[src/common/msfr_pkg.sv]
package msfr_pkg;

    // ********************************************************
    // Register offsets (byte index on the SFR map).
    // ********************************************************
    localparam logic [7:0] OFS_PORT0 = 8'h80;
    localparam logic [7:0] OFS_SP = 8'h81;
    localparam logic [7:0] OFS_DPL = 8'h82;
    localparam logic [7:0] OFS_DPH = 8'h83;
    localparam logic [7:0] OFS_PWR = 8'h87;
    localparam logic [7:0] OFS_TCTL = 8'h88;
    localparam logic [7:0] OFS_TMODE = 8'h89;
    localparam logic [7:0] OFS_TL0 = 8'h8a;
    localparam logic [7:0] OFS_TL1 = 8'h8b;
    localparam logic [7:0] OFS_TH0 = 8'h8c;
    localparam logic [7:0] OFS_TH1 = 8'h8d;
    localparam logic [7:0] OFS_PORT1 = 8'h90;
    localparam logic [7:0] OFS_BPB1H = 8'h92;
    localparam logic [7:0] OFS_BPB1L = 8'h93;
    localparam logic [7:0] OFS_BPA2H = 8'h94;
    localparam logic [7:0] OFS_BPA2L = 8'h95;
    localparam logic [7:0] OFS_BPA3H = 8'h96;
    localparam logic [7:0] OFS_BPA3L = 8'h97;
    localparam logic [7:0] OFS_SCTL = 8'h98;
    localparam logic [7:0] OFS_SDATA = 8'h99;
    localparam logic [7:0] OFS_PORT2 = 8'ha0;
    localparam logic [7:0] OFS_LPB1H = 8'ha1;
    localparam logic [7:0] OFS_LPB1L = 8'ha2;
    localparam logic [7:0] OFS_LPA2H = 8'ha3;
    localparam logic [7:0] OFS_LPA2L = 8'ha4;
    localparam logic [7:0] OFS_DECIM = 8'ha5;
    localparam logic [7:0] OFS_ONAH = 8'ha6;
    localparam logic [7:0] OFS_ONAL = 8'ha7;
    localparam logic [7:0] OFS_IEN1 = 8'ha8;
    localparam logic [7:0] OFS_PORT3 = 8'hb0;
    localparam logic [7:0] OFS_IPR1 = 8'hb8;
    localparam logic [7:0] OFS_PSW = 8'hd0;
    localparam logic [7:0] OFS_ACC = 8'he0;
    localparam logic [7:0] OFS_IEN2 = 8'he8;
    localparam logic [7:0] OFS_BREG = 8'hf0;
    localparam logic [7:0] OFS_IPR2 = 8'hf8;
    // Block-own event status and mask registers.
    localparam logic [7:0] OFS_EVT_STAT = 8'hfc;
    localparam logic [7:0] OFS_EVT_MASK = 8'hfd;

    // ********************************************************
    // Reset values and field layouts.
    // ********************************************************
    localparam logic [7:0] RST_PORT = 8'hff;
    localparam logic [7:0] RST_ZERO = 8'h00;
    localparam logic [7:0] MASK_IEN1 = 8'h3f;
    localparam logic [7:0] MASK_IEN2 = 8'h7f;
    localparam logic [7:0] MASK_PWR = 8'h0f;
    localparam logic [7:0] MASK_LP_HI = 8'h7f;
    localparam logic [7:0] MASK_DECIM = 8'h3f;
    localparam logic [7:0] MASK_ONA_HI = 8'h07;
    localparam logic [7:0] MASK_EVT = 8'h07;
    localparam int TC_IT0 = 0;
    localparam int TC_IE0 = 1;
    localparam int TC_IT1 = 2;
    localparam int TC_IE1 = 3;
    localparam int TC_TR0 = 4;
    localparam int TC_TF0 = 5;
    localparam int TC_TR1 = 6;
    localparam int TM_TIMER_ZERO_COUNT_SEL = 2;
    localparam int TM_TIMER_ZERO_GATING = 3;
    localparam int TM_TIMER_ONE_COUNT_SEL = 6;
    localparam int P3_LIN_RX = 2;
    localparam int P3_LIN_RXN = 3;
    localparam int P3_GENERAL_PIN_ONE = 4;
    localparam int EV_EXT0 = 0;
    localparam int EV_EXT1 = 1;
    localparam int EV_TOVF = 2;
    localparam int NUM_REGS = 38;

    typedef struct packed {
        logic cyc;
        logic stb;
        logic we;
        logic [7:0] adr;
        logic [7:0] dat;
    } msfr_wb_req_t;

endpackage : msfr_pkg

[src/rtl/msfr_bank.sv]
// Functional notes
// - Port 3 bit 2 carries LIN receive; external interrupt zero on low level.
// - Port 3 bit 3 carries inverted LIN receive; interrupt one on low level.
// - Port 3 bit 4 is general pin one and timer zero count input.
// - Volatile program variables live in static RAM, lost at power down.
// - Code comes from one-time memory; calibration from erasable memory.
// - First enable register: ext0, timer0, ext1, timer1, serial, source five.
// - Second enable register holds enables for sources six to twelve.
// - Priority registers give one priority bit per interrupt source.
// - Timer control exposes run bits, overflow flag, type and pending flags.
// - Timer mode gives per-timer mode, counter select and timer zero gate.
module msfr_bank
    import msfr_pkg::*;
(
    input wire logic CLK_SYS,
    input wire logic SYS_RST,
    input wire logic CLK_EN,
    input wire logic WB_CYC_I,
    input wire logic WB_STB_I,
    input wire logic WB_WE_I,
    input wire logic [7:0] WB_ADR_I,
    input wire logic [7:0] WB_DAT_I,
    input wire logic WB_SEL_I,
    output logic [7:0] WB_DAT_O,
    output logic WB_ACK_O,
    output logic WB_ERR_O,
    input wire logic LIN_RX,
    input wire logic LIN_RX_N,
    input wire logic GENERAL_PIN_ONE,
    input wire logic TIMER_ZERO_TICK,
    output logic [7:0] PORT0_O,
    output logic [7:0] PORT1_O,
    output logic [7:0] PORT2_O,
    output logic [7:0] PORT3_O,
    output logic TIMER_ZERO_CNT_IN,
    output logic [7:0] TIMER_CTRL_O,
    output logic [7:0] TIMER_MODE_O,
    output logic [7:0] IEN1_O,
    output logic [7:0] IEN2_O,
    output logic [7:0] IPR1_O,
    output logic [7:0] IPR2_O,
    output logic IRQ
);

    // ********************************************************
    // Register array and address decode.
    // ********************************************************
    // The processor's working RAM and program memories sit outside this bank.
    // volatile storage outside
    localparam logic [7:0] REG_OFS [NUM_REGS] = '{
        OFS_PORT0, OFS_SP, OFS_DPL, OFS_DPH, OFS_PWR, OFS_TCTL, OFS_TMODE,
        OFS_TL0, OFS_TL1, OFS_TH0, OFS_TH1, OFS_PORT1, OFS_BPB1H, OFS_BPB1L,
        OFS_BPA2H, OFS_BPA2L, OFS_BPA3H, OFS_BPA3L, OFS_SCTL, OFS_SDATA,
        OFS_PORT2, OFS_LPB1H, OFS_LPB1L, OFS_LPA2H, OFS_LPA2L, OFS_DECIM,
        OFS_ONAH, OFS_ONAL, OFS_IEN1, OFS_PORT3, OFS_IPR1, OFS_PSW, OFS_ACC,
        OFS_IEN2, OFS_BREG, OFS_IPR2, OFS_EVT_STAT, OFS_EVT_MASK};
    localparam int IX_PORT0 = 0;
    localparam int IX_TCTL = 5;
    localparam int IX_TMODE = 6;
    localparam int IX_PORT1 = 11;
    localparam int IX_PORT2 = 20;
    localparam int IX_IEN1 = 28;
    localparam int IX_PORT3 = 29;
    localparam int IX_IPR1 = 30;
    localparam int IX_IEN2 = 33;
    localparam int IX_IPR2 = 35;
    localparam int IX_STAT = 36;
    localparam int IX_MASK = 37;

    function automatic logic is_port(input logic [7:0] ofs);
        is_port = (ofs == OFS_PORT0) || (ofs == OFS_PORT1) ||
                  (ofs == OFS_PORT2) || (ofs == OFS_PORT3);
    endfunction : is_port

    // Writable bits per register; reserved bits stay zero.
    function automatic logic [7:0] wmask(input logic [7:0] ofs);
        case (ofs)
            OFS_PWR: wmask = MASK_PWR;
            OFS_IEN1, OFS_IPR1: wmask = MASK_IEN1;
            OFS_IEN2, OFS_IPR2: wmask = MASK_IEN2;
            OFS_LPB1H, OFS_LPA2H: wmask = MASK_LP_HI;
            OFS_DECIM: wmask = MASK_DECIM;
            OFS_ONAH: wmask = MASK_ONA_HI;
            OFS_EVT_MASK: wmask = MASK_EVT;
            default: wmask = 8'hff;
        endcase
    endfunction : wmask

    logic [7:0] regs_q [NUM_REGS];
    logic [7:0] regs_d [NUM_REGS];
    logic [NUM_REGS-1:0] hit;
    logic req;
    logic ack_q;
    logic ack_d;
    logic [7:0] rdat_q;
    logic [7:0] rdat_d;
    logic err_q;
    logic err_d;

    assign req = WB_CYC_I && WB_STB_I && !ack_q && !err_q;

    genvar gi;
    generate
        for (gi = 0; gi < NUM_REGS; gi++) begin : g_dec
            assign hit[gi] = (WB_ADR_I == REG_OFS[gi]);
        end
    endgenerate

    // ********************************************************
    // Pin synchronisers.
    // ********************************************************
    logic [2:0] pin_s1_q;
    logic [2:0] pin_s2_q;
    logic [2:0] pin_s3_q;

    always_ff @(posedge CLK_SYS or posedge SYS_RST) begin
        if (SYS_RST) begin
            pin_s1_q <= 3'h7;
            pin_s2_q <= 3'h7;
            pin_s3_q <= 3'h7;
        end else if (CLK_EN) begin
            pin_s1_q <= {GENERAL_PIN_ONE, LIN_RX_N, LIN_RX};
            pin_s2_q <= pin_s1_q;
            pin_s3_q <= pin_s2_q;
        end
    end

    logic lin_rx_s;
    logic lin_rxn_s;
    logic general_pin_one_s;
    assign lin_rx_s = pin_s2_q[0];
    assign lin_rxn_s = pin_s2_q[1];
    assign general_pin_one_s = pin_s2_q[2];

    // ********************************************************
    // External interrupt and timer zero overflow detection.
    // ********************************************************
    logic [7:0] tctl;
    logic ext0_evt;
    logic ext1_evt;
    logic tovf_evt;
    assign tctl = regs_q[IX_TCTL];
    assign ext0_evt = tctl[TC_IT0] ? (pin_s3_q[0] && !lin_rx_s) : !lin_rx_s;
    assign ext1_evt = tctl[TC_IT1] ? (pin_s3_q[1] && !lin_rxn_s) : !lin_rxn_s;
    assign tovf_evt = TIMER_ZERO_TICK && tctl[TC_TR0];

    // ********************************************************
    // Register next-state.
    // ********************************************************
    logic wr;
    logic [7:0] wd;

    always_comb begin
        wr = req && WB_WE_I && WB_SEL_I;
        wd = WB_DAT_I & wmask(WB_ADR_I);
        for (int i = 0; i < NUM_REGS; i++) begin
            regs_d[i] = regs_q[i];
            if (wr && hit[i]) begin
                regs_d[i] = (i == IX_STAT) ? (regs_q[i] & ~wd) : wd;
            end
        end
        // Port 3 inputs reflect the pins; the pin value overrides any value written to those bits.
        // LIN receive on bit 2
        regs_d[IX_PORT3][P3_LIN_RX] = lin_rx_s;
        regs_d[IX_PORT3][P3_LIN_RXN] = lin_rxn_s;
        // general pin one on bit 4
        regs_d[IX_PORT3][P3_GENERAL_PIN_ONE] = general_pin_one_s;
        // hardware sets pending flags; set wins over write
        if (ext0_evt) begin
            regs_d[IX_TCTL][TC_IE0] = 1'b1;
        end
        if (ext1_evt) begin
            regs_d[IX_TCTL][TC_IE1] = 1'b1;
        end
        if (tovf_evt) begin
            regs_d[IX_TCTL][TC_TF0] = 1'b1;
        end
        regs_d[IX_TCTL][7] = 1'b0;
        // Sticky event status: set beats a write-one clear.
        regs_d[IX_STAT][EV_EXT0] = regs_d[IX_STAT][EV_EXT0] | ext0_evt;
        regs_d[IX_STAT][EV_EXT1] = regs_d[IX_STAT][EV_EXT1] | ext1_evt;
        regs_d[IX_STAT][EV_TOVF] = regs_d[IX_STAT][EV_TOVF] | tovf_evt;
    end

    always_ff @(posedge CLK_SYS or posedge SYS_RST) begin
        if (SYS_RST) begin
            for (int i = 0; i < NUM_REGS; i++) begin
                regs_q[i] <= is_port(REG_OFS[i]) ? RST_PORT : RST_ZERO;
            end
        end else if (CLK_EN) begin
            regs_q <= regs_d;
        end
    end

    // ********************************************************
    // Wishbone answer.
    // ********************************************************
    always_comb begin
        ack_d = 1'b0;
        err_d = 1'b0;
        rdat_d = rdat_q;
        if (req) begin
            if (|hit) begin
                ack_d = 1'b1;
                rdat_d = 8'h00;
                for (int i = 0; i < NUM_REGS; i++) begin
                    if (hit[i]) begin
                        rdat_d = regs_q[i];
                    end
                end
            end else begin
                err_d = 1'b1;
                rdat_d = 8'h00;
            end
        end
    end

    always_ff @(posedge CLK_SYS or posedge SYS_RST) begin
        if (SYS_RST) begin
            ack_q <= 1'b0;
            err_q <= 1'b0;
            rdat_q <= 8'h00;
        end else if (CLK_EN) begin
            ack_q <= ack_d;
            err_q <= err_d;
            rdat_q <= rdat_d;
        end
    end

    // ********************************************************
    // Outputs.
    // ********************************************************
    assign WB_ACK_O = ack_q;
    assign WB_ERR_O = err_q;
    assign WB_DAT_O = rdat_q;
    assign PORT0_O = regs_q[IX_PORT0];
    assign PORT1_O = regs_q[IX_PORT1];
    assign PORT2_O = regs_q[IX_PORT2];
    assign PORT3_O = regs_q[IX_PORT3];
    assign TIMER_ZERO_CNT_IN = regs_q[IX_PORT3][P3_GENERAL_PIN_ONE];
    assign TIMER_CTRL_O = regs_q[IX_TCTL];
    assign TIMER_MODE_O = regs_q[IX_TMODE];
    assign IEN1_O = regs_q[IX_IEN1];
    assign IEN2_O = regs_q[IX_IEN2];
    assign IPR1_O = regs_q[IX_IPR1];
    assign IPR2_O = regs_q[IX_IPR2];
    assign IRQ = |(regs_q[IX_STAT] & regs_q[IX_MASK]);

    // ********************************************************
    // Checks.
    // ********************************************************
    chk_ext0_pending: assert property (@(posedge CLK_SYS) disable iff (SYS_RST)
        (CLK_EN && !tctl[TC_IT0] && !lin_rx_s) |=> tctl[TC_IE0])
        else $error("ext0 pending not set on low line");
    chk_ext1_pending: assert property (@(posedge CLK_SYS) disable iff (SYS_RST)
        (CLK_EN && !tctl[TC_IT1] && !lin_rxn_s) |=> tctl[TC_IE1])
        else $error("ext1 pending not set on low line");
    chk_gpio_count: assert property (@(posedge CLK_SYS) disable iff (SYS_RST)
        CLK_EN |-> ##1 (TIMER_ZERO_CNT_IN == $past(general_pin_one_s)))
        else $error("timer count input does not follow pin");
    chk_ien1_write: assert property (@(posedge CLK_SYS) disable iff (SYS_RST)
        (CLK_EN && wr && WB_ADR_I == OFS_IEN1) |=> (IEN1_O == ($past(WB_DAT_I) & MASK_IEN1)))
        else $error("first enable write wrong");
    chk_ien2_write: assert property (@(posedge CLK_SYS) disable iff (SYS_RST)
        (CLK_EN && wr && WB_ADR_I == OFS_IEN2) |=> (IEN2_O == ($past(WB_DAT_I) & MASK_IEN2)))
        else $error("second enable write wrong");
    chk_prio_hold: assert property (@(posedge CLK_SYS) disable iff (SYS_RST)
        !(wr && (hit[IX_IPR1] || hit[IX_IPR2])) |=> $stable(IPR1_O) && $stable(IPR2_O))
        else $error("priority changed without write");
    chk_tovf_flag: assert property (@(posedge CLK_SYS) disable iff (SYS_RST)
        (CLK_EN && tovf_evt) |=> TIMER_CTRL_O[TC_TF0] && regs_q[IX_STAT][EV_TOVF])
        else $error("overflow flag not set");
    chk_tmode_write: assert property (@(posedge CLK_SYS) disable iff (SYS_RST)
        (CLK_EN && wr && WB_ADR_I == OFS_TMODE) |=> (TIMER_MODE_O == $past(WB_DAT_I)))
        else $error("timer mode write wrong");
    chk_ack_pulse: assert property (@(posedge CLK_SYS) disable iff (SYS_RST)
        (CLK_EN && WB_ACK_O) |=> !WB_ACK_O)
        else $error("ack held longer than one cycle");

endmodule : msfr_bank

[config.mk]
export PLATFORM = sky130hd
export DESIGN_NAME = msfr_bank
export DESIGN_NICKNAME = d
export VERILOG_FILES = /design/src/common/msfr_pkg.sv /design/src/rtl/msfr_bank.sv
export SDC_FILE = /design/constraint.sdc
export NUM_CORES = 1
export LEC_CHECK = 0
export ABC_AREA = 1
export ABC_CLOCK_PERIOD_IN_PS = 12500
export BUFFER_PORTS_ARGS = -buffer_cell sky130_fd_sc_hd__buf_4
export CAP_MARGIN = 0
export CORE_MARGIN = 2
export CORE_UTILIZATION = 45
export DETAILED_ROUTE_END_ITERATION = 10
export REMOVE_ABC_BUFFERS = 1
export SYNTH_ARGS = -nofsm -noshare
export SYNTH_HDL_FRONTEND = slang
export SYNTH_SLANG_ARGS = --single-unit
export TNS_END_PERCENT = 20
[constraint.sdc]
create_clock -name CLK_SYS -period 12.5 [get_ports CLK_SYS]
set_input_delay 2.5 -clock CLK_SYS [delete_from_list [all_inputs] [get_ports CLK_SYS]]
set_output_delay 2.5 -clock CLK_SYS [all_outputs]
set_load 0.005 [all_outputs]
### Word-level counts from Yosys, hierarchy flattened

Cells that the tools add are included.

| storage, ports and cells | value |
|---|---|
| bits of input ports | 27 |
| logic and storage cells | 244 |
| output and inout bits | 92 |
| bits in registers | 319 |

| cells by class | value |
|---|---|
| eq/ne operators | 38 |
| bitwise logic cells | 7 |
| muxes and demuxes | 51 |
| reductions and logical operators | 100 |

Operators by type and width:

| cell | count |
|---|---|
| $mux W8 | 39 |
| $eq A8 B8 Y1 const B | 38 |
| $reduce_and A2 Y1 | 42 |
| $logic_and A1 B1 Y1 | 46 |
| $reduce_or A38 Y1 | 1 |
| $pmux W8 S4 | 1 |
| $and A8 B8 Y8 | 3 |
| $mux W1 | 9 |
| $not A8 Y8 | 1 |
| $reduce_or A8 Y1 | 1 |
| $mux W6 | 1 |
| $reduce_bool A2 Y1 | 3 |
| $logic_not A1 Y1 | 4 |
| $reduce_or A4 Y1 | 1 |
| $mux W3 | 1 |
| $or A1 B1 Y1 | 3 |
| $reduce_or A3 Y1 | 1 |
| $reduce_or A2 Y1 | 1 |

### Longest topological paths before layout

Gate-level depths: netlist of run 1.

| logic depth | value |
|---|---|
| depth in word-level cells | 40 |
| depth in mapped cells | 29 |
| depth with buffers taken out | 29 |

### Worst setup path after synthesis of run 1

OpenSTA, ideal clock, no wires.

| timing path | value |
|---|---|
| path type | input to register |
| start | input WB_ADR_I[6] |
| end | register rdat_q[6], in the netlist WB_DAT_O[6] |
| setup time | 0.117 ns |
| data required time | 12.383 ns |
| path slack | 7.963 ns |
| stages on the path | 23 |
| data arrival time | 4.420 ns |
| buffers on the path | 0 |
| path through | inv_1 nand2_1 nor2_2 nand2_1 nor2_2 inv_1 o221a_1 nand2_1 nand4_1 nor2_1 nand4_1 nand2_1 nand4_1 nand2_1 nand4_1 nor3_1 nand4_1 nand2_1 nand4_1 nand2_1 nand3_1 nand2_1 nand2_1 |

| on the way | value |
|---|---|
| longest elaborated chain between the ends | 40 |
| elaborated cells on any way between the ends | 78 |
| those cells by class | 38 x eq/ne; 39 x mux; 1 x reduce/logical |

RTL lines:

| item | RTL line | RTL |
|---|---|---|
| start: declaration | msfr_bank.sv:21 | `input wire logic [7:0] WB_ADR_I,` |
| $eq A8 B8 Y1 | msfr_bank.sv:105 | `assign hit[gi] = (WB_ADR_I == REG_OFS[gi]);` |
| $mux W8 (38 in series) | msfr_bank.sv:207 | `if (hit[i]) begin` |
| $mux W8 (*) | msfr_bank.sv:203 | `if (\|hit) begin` |
| end signal: assignment | msfr_bank.sv:226 | `rdat_q <= rdat_d;` |
| end: declaration | msfr_bank.sv:95 | `logic [7:0] rdat_q;` |

Every way passes the cells marked *; elsewhere a longest branch is shown, timed or not.
A chain may end at the register's enable or synchronous reset.

### Worst setup path in the final report of run 1

Ends and elaborated chain as after synthesis.

==> flow_summary.toml, run 1 <==
[routing]
firstDrtPassIters = 6
ant_nets = 0
drt_iter0_drc = 1211
vias = 12634
wl_per_cell_um = 18.39
vias_per_cell = 5.286
drc = 0
drt-total-wl_um = 43940

[clock_network]
cts_tree = "yes"
root_buffer = "clkbuf_16"
worstSkewPairLatency_ps = 520
post_cts_resized = 0
numClockSinks = 319
ctsHtreeMaxLevel = 2
holdBufCountCts = 0
cts_setup_buffers = 0
cts_buffers = 37
cts_buffer_depth = 3
path_clk_slew_ps = 60

[global_route]
overflow = 0
antenna_found_initial = 0
grt_pass1_vias = 12272
grt_usage_pct = 25.52
grt_pass1_wl_um = 70850
grt_max_degree = 125

[timing]
relSlewSlack_pct = 15.02
hold_violations = 0
worst_clock_skew_ps = 12.02
worst_pin_slew_ps = 1272
finalCritPeriodShare_pct = 43.23
finalSetupTns_ps = 0
setup_viol = 0
period_needed_ps = 5403
rsz0062_at_grt = "no"
max_freq_ghz = 0.1851
drv_slew = 0

[synthesis]
synth.distinct_cells = 43
synthTopCellsByArea = "dfrtp_1 46%, nand2_1 15%, o21ai_0 9.7%, dfstp_2 6.6%, buf_4 4.0%"
ys.flop_type = "dfrtp_1"
ys_async_sr_fraction_pct = 100.0
yosys.area.top_type = "dfrtp_1"
ys_ff_latch = 319
synth_fa_ha_area_share_pct = 0
yosys.area.top_type_share_pct = 46.35
synth.avg_cell_area_sq_um = 8.009
synth_area_sq_mm = 0.01517
yosys.area_share.simple_pct = 24.32
synth_edf_count = 0
synth-seq-area-share_pct = 52.94
yosys-mux-area-fraction_pct = 0
synth_xor_area_share_pct = 0
synth_compound_area_share_pct = 12.69
synth_top_family_by_area = "simple AND/OR/NAND/NOR gates"
synthCells = 1894
yosys_warnings = 0

[floorplan]
fp-row-count = 67
start_util_pct = 45.47
dieWidth_um = 187.6
dieArea_sq_mm = 0.03520
die_h_um = 187.6
io_pins = 119
core_sq_mm = 0.03336

[cells_and_area]
top_register = "regs_q"
n_antenna_cell = 0
largest_reg_flops = 224
fillCellCount = 3291
drive_gt1_share_pct = 15.24
syn_to_final_growth_pct = 11.94
final_nets = 1941
fin_area_sq_mm = 0.01698

[placement]
routabilityCongestion = 0.9214
post-dp-hpwl_um = 30310
dpl_cell_area_sq_mm = 0.01584
port_buffers = 117

[setup_path]
critical_path.max_fanout = 13
required_ps = 12910
setup.worst_path.class = "in -> reg"
cp.arrival_ps = 5810
cp-start-kind = "input pin"
worst_setup_path_end_kind = "flop"

[pwr]
peakVddDrop_uv = 66.78
powerDensity_mw_per_mm2 = 127.9
p_leak_nw = 7.943

[job]
cap_viol_max_count = 0

[status]
status = "completed"

[worst_hold_path]
hold_path.class = "reg -> reg"
## synth_stat cells, types with 13 or more instances
library cell and n:
nand3_1 32, clkbuf_1 64, nor2_2 13, nand4_1 50
inv_2 19, dfstp_2 38, inv_1 155, or2_2 24
nor2_1 129, a21oi_1 47, o21ai_0 293, buf_4 80
dfrtp_1 281, nand2_1 596
## routing by layer
layer  global-route usage, %  vias to the layer above  share of wire, %
met5                       0                        -                 0
met4                   6.541                        0               2.2
met3                   3.650                       73               6.0
met2                   39.97                      423                45
met1                   37.39                     6101                46
li1                        -                     6037                 -
## cells by family after synthesis
logic type | after synthesis
DFF | 319
other | 1
AOI/OAI and AO/OA | 370
and+or+nand+nor | 881
buffers and inverters | 323
## critical path, cell delays in order
cell and delay [ps]:
buf_4 120, inv_1 40, nand2_1 150, nor2_2 570
nand2_1 130, nor2_2 370, inv_1 110, o221a_1 220
nand2_1 80, nand4_1 80, nor2_1 160, nand4_1 120
nand2_1 90, nand4_1 90, nand2_1 80, nand4_1 100
nor3_1 180, nand4_1 120, nand2_1 100, nand4_1 80
nand2_1 100, nand3_1 90, nand2_1 70, nand2_1 50
## metrics by stage
| stage | hold WS, ps | utilization (%) | setup WS (ps) | power (W) | std cells |
|---|---|---|---|---|---|
| final | 472.6 | 50.90 | 7097 | 0.002171 | 2390 |
| after floorplan | 443.6 | - | 1235 | 0.001113 | 1748 |
| after global placement | 454.6 | 47.46 | 6542 | 0.001165 | 2323 |
| after detailed placement | 461.2 | 47.46 | 6541 | 0.001165 | 2323 |
| after global routing | 500.4 | 50.90 | 6688 | 0.002243 | 2390 |
| after CTS | 476.5 | 50.90 | 7075 | 0.002191 | 2390 |
## final timing paths
check / startpoint / to / slack (ps) / depth (start not counted)
max: WB_ADR_I[6] / WB_DAT_O[6]$_DFFE_PP0P_ / 7100 / 24
min: pin_s1_q[2]$_DFFE_PP1P_ / pin_s1_q[2]$_DFFE_PP1P_ / 470 / 2
max reg2reg: WB_ERR_O$_DFFE_PP0P_ / regs_q[118]$_DFFE_PP0P_ / 9290 / 11
min reg2reg: pin_s1_q[2]$_DFFE_PP1P_ / pin_s1_q[2]$_DFFE_PP1P_ / 470 / 2
max in group asynchronous: SYS_RST / regs_q[265]$_DFFE_PP0P_ / 8800 / 3
min in group asynchronous: SYS_RST / regs_q[188]$_DFFE_PP0P_ / 2160 / 2
## layout by cell type, fill, tap and decap left out, types with 37 or more instances in the layout
cell type	count
clkbuf_16	37
nand2_1	596
a21oi_1	47
dfstp_2	38
o21ai_0	293
buf_4	127
inv_1	152
dfrtp_1	281
nor2_1	128
nand4_1	50
## layout make-up
class	count	area [sq um]	area share (%)
Multi-Input combinational cell	1252	5620	33.10
Sequential cell	319	8030	47.29
Inverter	177	671.9	3.957
Clock buffer	54	1070	6.300
Timing Repair Buffer	127	953.4	5.614
Clock inverter	13	75.07	0.4421
Tap cell	448	560.5	3.301
## report_power, final
part / total (W) / internal, W / leakage (nW) / switching (W)
logic: 0.0000949 / 0.0000212 / 3.24 / 0.0000737
registers: 0.00105 / 0.00104 / 4.13 / 0.00000681
clock network: 0.00103 / 0.000595 / 0.572 / 0.000430
Power figures use the tool's default switching activity.
==> inputs of run 2 (changes only) <==
ABC_AREA = 0   (was 1)
ABC_CLOCK_PERIOD_IN_PS = 4450   (was 12500)
clock period = 4.45 ns   (was 12.5 ns; I/O delays follow)
==> run 2 against run 1 <==
  * Critical path depth decreased by 16
  * Synthesized cell count decreased by 18%
  * Die area increased by 7.9%
  * Combinational power increased to 5.0 times the previous value
  * Sequential power increased to 2.8 times the previous value
  * Flip-flop and latch count unchanged
  * Clock skew about the same
  * Synthesized area increased by 8.1%
  * Count of clock-buffer cells in the layout increased by 1
  * Via count increased by 4.0%
  * Largest power group is now clock
==> flow_summary.toml, run 2 <==
[floorplan]
dieArea_sq_mm = 0.03798
die_h_um = 194.9
io_pins = 119
core_sq_mm = 0.03574
fp-row-count = 69
start_util_pct = 45.88
dieWidth_um = 194.9

[cells_and_area]
syn_to_final_growth_pct = 13.18
fin_area_sq_mm = 0.01856
top_register = "regs_q"
final_common_cell = "dfrtp_1"
drive_gt1_share_pct = 32.62
final_nets = 1594
final_cell_mix = "281 x dfrtp_1, 193 x mux2_2, 184 x nand2_1"
largest_reg_flops = 224
final_cell_count_no_fill = 2059

[clock_network]
cts_buffers = 38
ctsHtreeMaxLevel = 2
root_buffer = "clkbuf_16"
cts_tree = "yes"
worstSkewPairLatency_ps = 530
cts_setup_buffers = 0
post_cts_resized = 0
path_clk_slew_ps = 60
holdBufCountCts = 0
numClockSinks = 319
cts_buffer_depth = 3

[pwr]
peakVddDrop_uv = 211.8
power.total_w = 0.006741
powerDensity_mw_per_mm2 = 363.2
p_leak_nw = 8.420

[placement]
dpl_cell_area_sq_mm = 0.01721
dp_cells = 1988
post-dp-hpwl_um = 39650
routabilityCongestion = 0.9609
port_buffers = 117

[synthesis]
synthCells = 1547
yosys.area.top_type = "dfrtp_1"
synth_edf_count = 0
synth-seq-area-share_pct = 48.97
synth.avg_cell_area_sq_um = 10.60
synthTopCellsByArea = "dfrtp_1 43%, mux2_2 13%, dfstp_2 6.1%, buf_4 4.2%, nand2_1 4.2%"
ys.flop_type = "dfrtp_1"
synth_area_sq_mm = 0.01640
ys_ff_latch = 319
ys_async_sr_fraction_pct = 100.0
synthTopCellsByCount = "281 x dfrtp_1, 193 x mux2_2, 184 x nand2_1"
yosys.area.top_type_share_pct = 42.88
yosys_warnings = 0
synth.distinct_cells = 89
synth.most_common_cell = "dfrtp_1"

[global_route]
grt_max_degree = 103
antenna_found_initial = 1
grt_pass1_wl_um = 86840
grt_usage_pct = 30.51
overflow = 0
grt_pass1_vias = 12869

[routing]
vias_per_cell = 6.382
vias = 13141
ant_nets = 0
wl_per_cell_um = 27.99
drt_iter0_drc = 1695
drc = 0
firstDrtPassIters = 6
drt-total-wl_um = 57640

[timing]
drv_slew = 0
finalCritPeriodShare_pct = 77.20
worst_pin_slew_ps = 962.2
max_freq_ghz = 0.2911
period_needed_ps = 3435
hold_violations = 0
rsz0062_at_grt = "no"
setup_viol = 0
worst_clock_skew_ps = 12.19
hold_ws_ps = 468.3
relSlewSlack_pct = 34.20

[status]
status = "completed"

[setup_path]
worst_setup_path_end_kind = "flop"
setup.worst_path.class = "in -> reg"
r2r_setup_slack_ps = 1590
required_ps = 4900
critical_path.max_fanout = 51
cp-start-kind = "input pin"
cp.arrival_ps = 3890

[worst_hold_path]
hold_path.class = "in -> async"

[job]
cap_viol_max_count = 0
[run 2: cell types whose count changed after synthesis, moves of 22 or more]
| cell | previous run | this run |
|---|---|---|
| nand4_1 | 50 | 10 |
| or2_2 | 24 | 2 |
| a22oi_1 | 0 | 22 |
| o21ai_0 | 293 | 138 |
| buf_2 | 1 | 32 |
| nor2_1 | 129 | 57 |
| inv_1 | 155 | 11 |
| nand2_1 | 596 | 184 |
| nor2b_1 | 0 | 26 |
| mux2_2 | 0 | 193 |
[run 2: power by group]
group | switching [W] | internal (W)
clock network | 0.00128 | 0.00202
registers | 0.0000275 | 0.00294
logic | 0.000340 | 0.000138
[run 2: critical path, stage by stage]
cell	delay [ps]
buf_4	310
or4_1	840
nor2_1	540
a221oi_1	230
o21ai_1	280
o22ai_1	210
a211o_1	360
a211oi_2	180
[run 2: metal layers]
layer | vias up | GRT usage [%] | routed length, um
met5 | - | 0 | 0
met4 | 0 | 11.11 | 2234
met3 | 156 | 5.414 | 5510
met2 | 761 | 45.69 | 25280
met1 | 6627 | 44.34 | 24610
li1 | 5597 | - | -
[run 2: final cells by class]
class / instances / area [sq um]
fillers: 3275 / 17180
flip-flops and latches: 319 / 8030
multi-input cells: 1022 / 7184
repair buffers: 174 / 1369
clock buffers: 55 / 1179
well taps: 461 / 576.8
clock inverters: 15 / 166.4
inverters: 12 / 52.55
diodes: 1 / 2.502
[run 2: worst paths after layout]
check                                              from                           to  cells after the start
worst max register to register     WB_ACK_O$_DFFE_PP0P_      regs_q[186]$_DFFE_PP0P_                      7
max in group asynchronous                       SYS_RST       PORT2_O[2]$_DFFE_PP1P_                      3
min in group CLK_SYS            regs_q[174]$_DFFE_PP0P_      regs_q[174]$_DFFE_PP0P_                      2
worst max-delay path                        WB_ADR_I[0]      WB_DAT_O[1]$_DFFE_PP0P_                      8
worst min-delay path                            SYS_RST  TIMER_MODE_O[0]$_DFFE_PP0P_                      2
worst min register to register  regs_q[174]$_DFFE_PP0P_      regs_q[174]$_DFFE_PP0P_                      2
[run 2: per-stage QoR]
step           utilization [%]  TNS [ps]  setup WS (ps)
2_1_floorplan                -  -1564900          -5205
3_3_place_gp             48.16         0          555.0
3_5_place_dp             48.16         0          594.5
4_1_cts                  51.92         0           1139
5_1_grt                  51.92         0          830.2
6_report                 51.93         0           1015
[run 2: kinds of logic (layout without fill, tap and decap cells)]
logic type	Yosys count	in the layout	share of synthesized area, %
AND/OR/NAND/NOR	417	417	13.18
flip-flops	319	319	48.97
XOR/XNOR	1	1	0.05342
other	1	2	0.02287
multiplexers	212	212	14.72
buffers and inverters	206	256	7.256
AO/OA/AOI/OAI	390	390	15.74
adder cells (fa/ha/maj)	1	1	0.06104
